===== config.mk =====
export PLATFORM = sky130hd
export DESIGN_NAME = enc_latch_channel
export DESIGN_NICKNAME = d
export VERILOG_FILES = /design/src/hdl/enc_latch_pkg.sv /design/src/hdl/enc_latch_channel.sv /design/src/hdl/pin_sync.sv /design/src/hdl/quad_decode.sv
export VERILOG_INCLUDE_DIRS = /design/src /design/src/hdl
export SDC_FILE = /design/constraint.sdc
export NUM_CORES = 1
export LEC_CHECK = 0
export BUFFER_PORTS_ARGS = -buffer_cell sky130_fd_sc_hd__buf_2
export CORE_MARGIN = 2
export CORE_UTILIZATION = 52
export DETAILED_ROUTE_END_ITERATION = 6
export GPL_TIMING_DRIVEN = 1
export PLACE_DENSITY = 0.72
export SLEW_MARGIN = 15
export SYNTH_ARGS = -nofsm -noshare
export SYNTH_HDL_FRONTEND = slang
export SYNTH_SLANG_ARGS = --single-unit

===== constraint.sdc =====
create_clock -name clk_i -period 6.5 [get_ports clk_i]
set_clock_uncertainty 0.15 [all_clocks]
set_input_delay 1.95 -clock clk_i [delete_from_list [all_inputs] [get_ports clk_i]]
set_output_delay 1.95 -clock clk_i [all_outputs]
set_load 0.03 [all_outputs]

===== src/hdl/enc_latch_cfg.svh =====
// constants of the encoder latch and comparator channel
`ifndef ENC_LATCH_CFG_SVH
`define ENC_LATCH_CFG_SVH

// ------------------------------------------------------------------
// configuration word numbers
// ------------------------------------------------------------------
`define WORD_W 4
`define WORD_LO45 4'h4
`define WORD_HI45 4'h5
`define WORD_LO67 4'h6
`define WORD_HI67 4'h7
`define WORD_CTRL 4'h8
`define WORD_STATUS 4'hc
`define WORD_CONFIG 4'he

// ------------------------------------------------------------------
// module configuration word fields
// ------------------------------------------------------------------
`define CFG_LEVEL 0
`define CFG_INVLEVEL 2
`define CFG_COMP_ON 3
`define CFG_HOME_CLR 4
`define CFG_SWITCH 5
`define CFG_SET_REF 6
`define CFG_REF_INV 7
`define CFG_UNSIGNED 10
`define CFG_DIR_INV 11
`define CFG_RESET 16'h0000

// ------------------------------------------------------------------
// control word and status word fields
// ------------------------------------------------------------------
`define CTRL_TAKE 8
`define CTRL_NEG 10
`define CTRL_POS 11
`define CTRL_RESET 16'h0000
`define STAT_REFD 7
`define STAT_NEG 10
`define STAT_POS 11
`define MIN_DIFF_RESET 32'h0000_0000

`endif


===== src/hdl/enc_latch_pkg.sv =====
// types of the encoder latch and comparator channel
package enc_latch_pkg;

  typedef struct packed {
    logic enc_a;
    logic enc_b;
    logic ref_pulse;
    logic ref_switch;
  } enc_pins_type;

  typedef enum logic [2:0] {
    LATCH_IDLE = 3'b001,
    LATCH_ARMED = 3'b010,
    LATCH_CHECK = 3'b100
  } latch_state_type;

endpackage


===== src/hdl/enc_latch_channel.sv =====
// incremental encoder channel: counter, homing, comparator and latching
//
// Behaviour
// RULE1: homing outranks comparator, comparator outranks latching on shared inputs.
// RULE2: host enables only one of homing, comparator or latching at once.
// RULE3: rising latch request bit arms latching and captures counter as comparison value.
// RULE4: zero minimum difference latches counter directly on the selected reference edge.
// RULE5: nonzero minimum difference puts counter in a holding register on each edge.
// RULE6: held minus comparison above minimum difference accepts value, sets valid bit.
// RULE7: otherwise value is discarded and the next matching edge is tried.
// RULE8: reading word 12 returns live status and copies it to status data word.
// RULE9: reading word 14 returns the module code in its upper byte.
// RULE10: configuration bit 11 inverts the counting direction.
// RULE11: bit 10 selects signed or unsigned cyclic counting and window compare.
// RULE12: host writes zero to bits 8-9, 12, 14-15 and 1 for encoder mode.
// RULE13: configuration bit 7 inverts the reference pulse polarity.
// RULE14: bit 6 set clears counter and sets referenced; clear drops referenced.
// RULE15: bit 5 makes referencing need both pulse and reference enable switch.
// RULE16: bit 4 set clears counter on each reference event.
// RULE17: bit 3 enables comparator; otherwise output 1 follows the digital output.
// RULE18: inside the threshold window output is bit 0 level, inverted by bit 2.
// RULE19: rising control bit 8 takes words 4+5 as minimum difference, 6+7 as force.
// RULE20: each request latches once; host clears it and waits for status zero.
// RULE21: outside the window the output takes the opposite level.
`timescale 1ns/1ps
`default_nettype none
`include "enc_latch_cfg.svh"
module enc_latch_channel
  import enc_latch_pkg::*;
#(
  parameter logic [7:0] MODULE_CODE = 8'h5a // arbitrary identification value
) (
  input wire logic clk_i,
  input wire logic rst_i,
  input wire enc_pins_type pins_i,
  input wire logic dout_i,
  input wire logic cfg_wr_i,
  input wire logic cfg_rd_i,
  input wire logic [`WORD_W-1:0] cfg_addr_i,
  input wire logic [15:0] cfg_wdata_i,
  output logic [15:0] cfg_rdata_o,
  output logic [15:0] status_word_o,
  output logic [31:0] count_o,
  output logic [31:0] force_value_o,
  output logic comp_out_o
);

  // ------------------------------------------------------------------
  // pin synchronisation and quadrature evaluation
  // ------------------------------------------------------------------
  enc_pins_type pins_sync;
  logic step;
  logic up;

  pin_sync #(.WIDTH(4)) pin_sync_i (
    .clk_i(clk_i),
    .rst_i(rst_i),
    .async_i(pins_i),
    .sync_o(pins_sync)
  );

  quad_decode quad_decode_i (
    .clk_i(clk_i),
    .rst_i(rst_i),
    .a_i(pins_sync.enc_a),
    .b_i(pins_sync.enc_b),
    .step_o(step),
    .up_o(up)
  );

  // ------------------------------------------------------------------
  // register state
  // ------------------------------------------------------------------
  logic [15:0] config_reg, config_next;
  logic [15:0] ctrl_reg, ctrl_next;
  logic [31:0] stage45_reg, stage45_next;
  logic [31:0] stage67_reg, stage67_next;
  logic [31:0] min_diff_reg, min_diff_next;
  logic [31:0] force_reg, force_next;
  logic [31:0] count_reg, count_next;
  logic refd_reg, refd_next;
  logic ref_prev_reg, ref_prev_next;
  logic [15:0] rdata_reg, rdata_next;
  logic [15:0] stat_data_reg, stat_data_next;
  logic comp_reg, comp_next;
  latch_state_type state_reg [2], state_next [2];
  logic [31:0] cmp_reg [2], cmp_next [2];
  logic [31:0] hold_reg [2], hold_next [2];
  logic [31:0] latched_reg [2], latched_next [2];
  logic [1:0] valid_reg, valid_next;

  logic wr_cfg;
  logic ref_level;
  logic ref_rise;
  logic ref_fall;
  logic home_en;
  logic comp_en;
  logic latch_en;
  logic home_evt;
  logic in_window;
  logic [1:0] req_rise;
  logic [1:0] req_now;
  logic [1:0] ref_edge;
  logic [1:0] accept;
  logic [31:0] diff [2];
  logic [15:0] status_live;

  assign wr_cfg = cfg_wr_i && (cfg_addr_i == `WORD_CONFIG);
  assign ref_level = pins_sync.ref_pulse ^ config_reg[`CFG_REF_INV]; // RULE13
  assign ref_rise = ref_level && !ref_prev_reg;
  assign ref_fall = !ref_level && ref_prev_reg;
  assign home_en = config_reg[`CFG_HOME_CLR];
  assign comp_en = config_reg[`CFG_COMP_ON] && !home_en; // RULE1
  assign latch_en = !config_reg[`CFG_COMP_ON] && !home_en; // RULE1
  assign home_evt = home_en && ref_rise && (!config_reg[`CFG_SWITCH] || pins_sync.ref_switch); // RULE15
  assign req_now = {cfg_wdata_i[`CTRL_POS], cfg_wdata_i[`CTRL_NEG]};
  assign req_rise = (cfg_wr_i && cfg_addr_i == `WORD_CTRL) ?
                    (req_now & ~{ctrl_reg[`CTRL_POS], ctrl_reg[`CTRL_NEG]}) : 2'h0; // RULE3
  assign ref_edge = {ref_rise, ref_fall};

  // ------------------------------------------------------------------
  // threshold window
  // ------------------------------------------------------------------
  always_comb begin
    in_window = 1'b0;
    if (config_reg[`CFG_UNSIGNED]) begin
      // cyclic: thresholds keep their written order across wrap
      if (stage45_reg <= stage67_reg) begin
        in_window = (count_reg >= stage45_reg) && (count_reg <= stage67_reg); // RULE11
      end else begin
        in_window = (count_reg >= stage45_reg) || (count_reg <= stage67_reg); // RULE11
      end
    end else if ($signed(stage45_reg) <= $signed(stage67_reg)) begin
      in_window = ($signed(count_reg) >= $signed(stage45_reg)) &&
                  ($signed(count_reg) <= $signed(stage67_reg));
    end else begin
      // signed thresholds are sorted internally
      in_window = ($signed(count_reg) >= $signed(stage67_reg)) &&
                  ($signed(count_reg) <= $signed(stage45_reg));
    end
  end

  // ------------------------------------------------------------------
  // configuration, counter and comparator
  // ------------------------------------------------------------------
  always_comb begin
    config_next = wr_cfg ? cfg_wdata_i : config_reg;
    ctrl_next = (cfg_wr_i && cfg_addr_i == `WORD_CTRL) ? cfg_wdata_i : ctrl_reg;
    stage45_next = stage45_reg;
    stage67_next = stage67_reg;
    if (cfg_wr_i && cfg_addr_i == `WORD_LO45) begin
      stage45_next[15:0] = cfg_wdata_i;
    end
    if (cfg_wr_i && cfg_addr_i == `WORD_HI45) begin
      stage45_next[31:16] = cfg_wdata_i;
    end
    if (cfg_wr_i && cfg_addr_i == `WORD_LO67) begin
      stage67_next[15:0] = cfg_wdata_i;
    end
    if (cfg_wr_i && cfg_addr_i == `WORD_HI67) begin
      stage67_next[31:16] = cfg_wdata_i;
    end
    min_diff_next = min_diff_reg;
    force_next = force_reg;
    if (ctrl_next[`CTRL_TAKE] && !ctrl_reg[`CTRL_TAKE]) begin
      min_diff_next = stage45_reg; // RULE19
      force_next = stage67_reg; // RULE19
    end
    count_next = count_reg;
    if (step) begin
      count_next = (up ^ config_reg[`CFG_DIR_INV]) ? count_reg + 32'h1 : count_reg - 32'h1; // RULE10
    end
    refd_next = refd_reg;
    if (home_evt) begin
      count_next = 32'h0; // RULE16
      refd_next = 1'b1;
    end
    if (wr_cfg) begin
      if (cfg_wdata_i[`CFG_SET_REF]) begin
        count_next = 32'h0; // RULE14
        refd_next = 1'b1; // RULE14
      end else begin
        refd_next = 1'b0; // RULE14
      end
    end
    ref_prev_next = ref_level;
    if (comp_en) begin
      comp_next = in_window ? (config_reg[`CFG_LEVEL] ^ config_reg[`CFG_INVLEVEL]) :
                  !(config_reg[`CFG_LEVEL] ^ config_reg[`CFG_INVLEVEL]); // RULE18 RULE21
    end else begin
      comp_next = dout_i; // RULE17
    end
  end

  // ------------------------------------------------------------------
  // latching, channel 0 negative edge, channel 1 positive edge
  // ------------------------------------------------------------------
  always_comb begin
    for (int k = 0; k < 2; k++) begin
      state_next[k] = state_reg[k];
      cmp_next[k] = cmp_reg[k];
      hold_next[k] = hold_reg[k];
      latched_next[k] = latched_reg[k];
      valid_next[k] = valid_reg[k];
      diff[k] = hold_reg[k] - cmp_reg[k];
      accept[k] = config_reg[`CFG_UNSIGNED] ? (diff[k] > min_diff_reg) :
                  ($signed(diff[k]) > $signed(min_diff_reg)); // RULE6
      unique case (state_reg[k])
        LATCH_IDLE: begin
          if (req_rise[k]) begin
            cmp_next[k] = count_reg; // RULE3
            state_next[k] = LATCH_ARMED;
          end
        end
        LATCH_ARMED: begin
          if (latch_en && ref_edge[k]) begin
            if (min_diff_reg == 32'h0) begin
              latched_next[k] = count_reg; // RULE4
              valid_next[k] = 1'b1;
              state_next[k] = LATCH_IDLE; // RULE20
            end else begin
              hold_next[k] = count_reg; // RULE5
              state_next[k] = LATCH_CHECK;
            end
          end
        end
        LATCH_CHECK: begin
          if (accept[k]) begin
            latched_next[k] = hold_reg[k]; // RULE6
            valid_next[k] = 1'b1; // RULE6
            state_next[k] = LATCH_IDLE; // RULE20
          end else begin
            state_next[k] = LATCH_ARMED; // RULE7
          end
        end
        default: state_next[k] = LATCH_IDLE;
      endcase
      // a cleared request ends the operation and drops the valid bit
      if (cfg_wr_i && cfg_addr_i == `WORD_CTRL && !req_now[k]) begin
        state_next[k] = LATCH_IDLE; // RULE20
        // an edge in the same cycle still sets the valid bit
        valid_next[k] = valid_next[k] && !valid_reg[k]; // RULE20
      end
    end
  end

  // ------------------------------------------------------------------
  // status and read port
  // ------------------------------------------------------------------
  always_comb begin
    status_live = 16'h0;
    status_live[`STAT_REFD] = refd_reg;
    status_live[`STAT_NEG] = valid_reg[0];
    status_live[`STAT_POS] = valid_reg[1];
    rdata_next = rdata_reg;
    stat_data_next = stat_data_reg;
    if (cfg_rd_i) begin
      unique case (cfg_addr_i)
        `WORD_LO45: rdata_next = latched_reg[1][15:0];
        `WORD_HI45: rdata_next = latched_reg[1][31:16];
        `WORD_LO67: rdata_next = latched_reg[0][15:0];
        `WORD_HI67: rdata_next = latched_reg[0][31:16];
        `WORD_STATUS: begin
          rdata_next = status_live; // RULE8
          stat_data_next = status_live; // RULE8
        end
        `WORD_CONFIG: rdata_next = {MODULE_CODE, 8'h00}; // RULE9
        default: rdata_next = 16'h0;
      endcase
    end
  end

  always_ff @(posedge clk_i) begin
    if (rst_i) begin
      config_reg <= `CFG_RESET;
      ctrl_reg <= `CTRL_RESET;
      stage45_reg <= 32'h0;
      stage67_reg <= 32'h0;
      min_diff_reg <= `MIN_DIFF_RESET;
      force_reg <= 32'h0;
      count_reg <= 32'h0;
      refd_reg <= 1'b0;
      ref_prev_reg <= 1'b0;
      rdata_reg <= 16'h0;
      stat_data_reg <= 16'h0;
      comp_reg <= 1'b0;
      valid_reg <= 2'h0;
      for (int k = 0; k < 2; k++) begin
        state_reg[k] <= LATCH_IDLE;
        cmp_reg[k] <= 32'h0;
        hold_reg[k] <= 32'h0;
        latched_reg[k] <= 32'h0;
      end
    end else begin
      config_reg <= config_next;
      ctrl_reg <= ctrl_next;
      stage45_reg <= stage45_next;
      stage67_reg <= stage67_next;
      min_diff_reg <= min_diff_next;
      force_reg <= force_next;
      count_reg <= count_next;
      refd_reg <= refd_next;
      ref_prev_reg <= ref_prev_next;
      rdata_reg <= rdata_next;
      stat_data_reg <= stat_data_next;
      comp_reg <= comp_next;
      valid_reg <= valid_next;
      for (int k = 0; k < 2; k++) begin
        state_reg[k] <= state_next[k];
        cmp_reg[k] <= cmp_next[k];
        hold_reg[k] <= hold_next[k];
        latched_reg[k] <= latched_next[k];
      end
    end
  end

  assign cfg_rdata_o = rdata_reg;
  assign status_word_o = stat_data_reg;
  assign count_o = count_reg;
  assign force_value_o = force_reg;
  assign comp_out_o = comp_reg;

  // ------------------------------------------------------------------
  // assertions
  // ------------------------------------------------------------------
  homing_clear_a: assert property (@(posedge clk_i) disable iff (rst_i)
    home_evt |=> count_reg == 32'h0) else $error("homing did not clear counter"); // RULE16
  comp_off_a: assert property (@(posedge clk_i) disable iff (rst_i)
    !comp_en |=> comp_out_o == $past(dout_i)) else $error("output 1 not digital"); // RULE17
  window_level_a: assert property (@(posedge clk_i) disable iff (rst_i)
    comp_en && in_window |=> comp_out_o == $past(config_reg[0] ^ config_reg[2]))
    else $error("window level wrong"); // RULE18
  outside_level_a: assert property (@(posedge clk_i) disable iff (rst_i)
    comp_en && !in_window |=> comp_out_o != $past(config_reg[0] ^ config_reg[2]))
    else $error("outside level wrong"); // RULE21
  latch_priority_a: assert property (@(posedge clk_i) disable iff (rst_i)
    (home_en || config_reg[3]) && state_reg[0] == LATCH_ARMED |=> state_reg[0] != LATCH_CHECK)
    else $error("latching ran against priority"); // RULE1
  direct_latch_a: assert property (@(posedge clk_i) disable iff (rst_i)
    latch_en && state_reg[1] == LATCH_ARMED && ref_rise && min_diff_reg == 32'h0
    && !(cfg_wr_i && cfg_addr_i == `WORD_CTRL)
    |=> valid_reg[1] && latched_reg[1] == $past(count_reg)) else $error("direct latch missed"); // RULE4
  discard_a: assert property (@(posedge clk_i) disable iff (rst_i)
    state_reg[1] == LATCH_CHECK && !accept[1] && !(cfg_wr_i && cfg_addr_i == `WORD_CTRL)
    |=> !valid_reg[1] && state_reg[1] == LATCH_ARMED)
    else $error("short difference accepted"); // RULE7
  take_diff_a: assert property (@(posedge clk_i) disable iff (rst_i)
    $rose(ctrl_reg[`CTRL_TAKE]) |-> min_diff_reg == $past(stage45_reg, 1) && force_reg == $past(stage67_reg, 1)
    || $past(cfg_wr_i && cfg_addr_i == `WORD_HI45)) else $error("minimum difference not taken"); // RULE19
  ident_read_a: assert property (@(posedge clk_i) disable iff (rst_i)
    cfg_rd_i && cfg_addr_i == `WORD_CONFIG |=> cfg_rdata_o[15:8] == MODULE_CODE)
    else $error("module code not returned"); // RULE9
  unref_a: assert property (@(posedge clk_i) disable iff (rst_i)
    wr_cfg && !cfg_wdata_i[6] |=> !refd_reg) else $error("referenced bit not cleared"); // RULE14
endmodule
`default_nettype wire


===== src/hdl/pin_sync.sv =====
// two-flop synchroniser for asynchronous pin inputs
`timescale 1ns/1ps
`default_nettype none
module pin_sync #(
  parameter int WIDTH = 4
) (
  input wire logic clk_i,
  input wire logic rst_i,
  input wire logic [WIDTH-1:0] async_i,
  output logic [WIDTH-1:0] sync_o
);
  logic [WIDTH-1:0] meta_reg;
  logic [WIDTH-1:0] sync_reg;

  initial begin
    if (WIDTH < 1) begin
      $error("pin_sync width must be at least one");
    end
  end

  always_ff @(posedge clk_i) begin
    if (rst_i) begin
      meta_reg <= '0;
      sync_reg <= '0;
    end else begin
      meta_reg <= async_i;
      sync_reg <= meta_reg;
    end
  end

  assign sync_o = sync_reg;
endmodule
`default_nettype wire


===== src/hdl/quad_decode.sv =====
// fourfold quadrature edge evaluation
`timescale 1ns/1ps
`default_nettype none
module quad_decode (
  input wire logic clk_i,
  input wire logic rst_i,
  input wire logic a_i,
  input wire logic b_i,
  output logic step_o,
  output logic up_o
);
  logic [1:0] prev_reg;
  logic [1:0] prev_next;
  logic step_next;
  logic up_next;
  logic step_reg;
  logic up_reg;

  // every edge of either track counts; a double change is dropped
  always_comb begin
    prev_next = {a_i, b_i};
    step_next = 1'b0;
    up_next = 1'b0;
    if ((prev_reg[1] ^ a_i) != (prev_reg[0] ^ b_i)) begin
      step_next = 1'b1;
      up_next = prev_reg[1] ^ b_i;
    end
  end

  always_ff @(posedge clk_i) begin
    if (rst_i) begin
      prev_reg <= 2'h0;
      step_reg <= 1'b0;
      up_reg <= 1'b0;
    end else begin
      prev_reg <= prev_next;
      step_reg <= step_next;
      up_reg <= up_next;
    end
  end

  assign step_o = step_reg;
  assign up_o = up_reg;
endmodule
`default_nettype wire


==> impl_metrics.toml <==
[synthesis]
syn_inst = 3306
yosys_warnings = 0
synth_seq_area_share_pct = 32.20
synthDominantCellAreaShare_pct = 32.20
synth-edff-count = 0
async_flop_share_pct = 0
synth.cell_area_mm2 = 0.02518
ys_types = 86
yosysTopAreaCell = "dfxtp_1"
synth_area_leaders = "dfxtp_1 (32%), ha_1 (13%), nand2_1 (9.8%), a21oi_1 (9.3%), mux2i_1 (3.5%)"
ys_ff_latch = 405
synth_ff_type = "dfxtp_1"
avgSynthCellArea_um2 = 7.615

[route]
dr.first_iter.drc_count = 2345
drc = 3
first_pass_iters = 7
viasPerCell = 6.043
via_count = 24080
ant_nets = 0
routed_wl_um = 82410
post_drt_wl_per_cell_um = 20.68

[timing]
hold_viol = 0
setup_viol = 0
worst_pin_slew_ps = 1087
drv_slew = 0
fin_setup_tns_ps = 0
period_needed_ps = 6339
period_share_pct = 97.53
rsz0062_at_grt = "no"
fmax_mhz = 157.7
slew_headroom_pct = 26.93
worst_slack_ps = 160.8

[setup_path]
rrSetupSlack_ps = 160
worstPathRequired_ps = 6830
path_max_fanout = 5
r2r_start = "hold_reg[0][0]$_SDFFE_PP0P_"
r2r_end = "state_reg[0][0]$_SDFFE_PP1P_"
path_class = "reg2reg"
crit_start = "hold_reg[0][0]$_SDFFE_PP0P_"
reg2reg_depth = 21
arrival_ps = 6670
cp-start-kind = "flip-flop"
cp-end-kind = "flip-flop"
crit_end = "state_reg[0][0]$_SDFFE_PP1P_"

[place]
dp_slack_ps = 306.6
dp_cells = 3897
hpwl_um = 60070
portBuffers = 112
gp_congestion = 0.9757

[clock_network]
clockBufferDepth = 3
cts.clk_slew.worst_paths_ps = 60
cts_buffers = 46
cts-htree-levels = 2
cts-root-buf = "clkbuf_16"
cts_setup_buffers = 0
cts_tree = "built"
clock-sinks = 405
worstSkewPairLatency_ps = 600

[die]
pin_count = 126
die_y_um = 224.0
fp.dieArea_mm2 = 0.05019
num_rows = 80
die_w_um = 224.0
core_mm2 = 0.04775
start_util_pct = 52.73

[pwr]
p_per_area_mw_per_mm2 = 275.5
ir_worst_vdd_uv = 174.4
p_leak_nw = 11.27

[hold_path]
hold_class = "reg2reg"

[outcome]
violations = "DRC"
outcome = "finished, violations left"

[cells_and_area]
syn_to_final_growth_pct = 10.43
final_cells = 3985
layout.nets = 3614
final_cell_mix = "nand2_1 (657), a21oi_1 (468), dfxtp_1 (405)"
final_util_pct = 58.23
final_common_cell = "nand2_1"
drive_gt1_share_pct = 8.789

[global_route]
grtUsageMet2_pct = 51.60
antenna_found_initial = 0
grt_start_max_net_pins = 187
grt_pass1_wl_um = 127000
grtUsageTotal_pct = 32.25
grt-ovfl-total = 0
grtUsageMet3_pct = 3.869
grt_util_met1_pct = 41.62
grt-busiest-layer = "met2"
grt_pass1_vias = 22740

[job]
maxCapViolations = 0
## cells in the mapped netlist, types with 21 or more instances
cell type and instances:
a21o_1 59, nand3_1 107, a21oi_1 468, xor2_1 21
nand2_1 657, a211oi_2 32, a211oi_1 22, dfxtp_1 405
nor2_1 225, mux2i_1 88, nor2b_1 34, inv_1 200
buf_2 21, ha_1 252, clkbuf_1 138, nor3_1 58
nor3b_1 36, o21ai_1 49, nand4_1 41, o21ai_0 58
xnor2_1 67
## report_power, final
part	switching, mW	internal (mW)	leakage, nW
Combinational	1.27	0.834	7.21
Clock	1.13	1.67	0.785
Sequential	0.183	2.57	3.27
## worst min path at each step
stage	start	cells after the start	endpoint	slack [ps]
floorplan	pin_sync_i.meta_reg[0]$_SDFF_PP0_	1	pin_sync_i.sync_o[0]$_SDFF_PP0_	260
global placement	pin_sync_i.meta_reg[3]$_SDFF_PP0_	1	pin_sync_i.sync_o[3]$_SDFF_PP0_	280
detailed placement	pin_sync_i.meta_reg[0]$_SDFF_PP0_	1	pin_sync_i.sync_o[0]$_SDFF_PP0_	280
CTS	status_word_o[11]$_SDFFE_PP0P_	2	status_word_o[11]$_SDFFE_PP0P_	300
global route	cmp_reg[0][40]$_SDFFE_PP0P_	2	cmp_reg[0][40]$_SDFFE_PP0P_	320
finish	status_word_o[11]$_SDFFE_PP0P_	2	status_word_o[11]$_SDFFE_PP0P_	300
## cell type report
type,count,area [um2]
sequential,405,8108
inverter,200,750.7
clock buffer,66,1370
fill,4390,19940
tap,615,769.5
antenna,2,5.005
clock inverter,20,256.5
timing repair buffer,152,920.9
multi-input combinational,2525,15620
## metrics by stage
step / power, mW / cell area, um2 / hold slack, ps
2_1_floorplan: 4.239 / 25220 / 263.8
5_1_grt: 7.954 / 27800 / 319.9
6_report: 7.660 / 27800 / 300.3
3_5_place_dp: 4.856 / 26170 / 276.7
3_3_place_gp: 4.791 / 26170 / 281.7
4_1_cts: 7.644 / 27790 / 301.0
## critical path: stages, from the launching register on
cell and delay (ps):
dfxtp_1 320, inv_1 50, ha_1 160, inv_1 60, fa_1 400, a21oi_1 150, nor2b_1 80, a311oi_2 420
o211ai_1 200, a41o_1 330, a211o_1 400, o221a_2 310, o211ai_1 180, nand2_1 90, xor2_1 150, ha_1 270
nand2_1 50, or3_1 470, or4_1 680, nor4_1 790, o21ai_1 240, a31o_1 260
## what timing repair did
| action | CTS | global route |
|---|---|---|
| hold buffers | 0 | 0 |
| endpoints found under the setup margin | 0 | 33 |
| gates resized for setup | 0 | 1 |
## per-layer routing
metal  share of wire, %  up-vias
li1                   -    11460
met1                 42    11360
met2                 44     1022
met3                7.2      247
met4                6.6        0
met5                  0        -
## logic make-up after synthesis
group,Yosys count,share of synthesized area (%)
AOI/OAI and AO/OA,824,20.03
xor gates and xnor gates,88,3.061
adders and majority gates,256,12.80
buffers and inverters,388,6.217
DFF,405,32.20
muxes,92,3.737
other,1,0.01489
and+or+nand+nor,1252,21.93
Note: power is estimated with default switching activity, not from simulation.
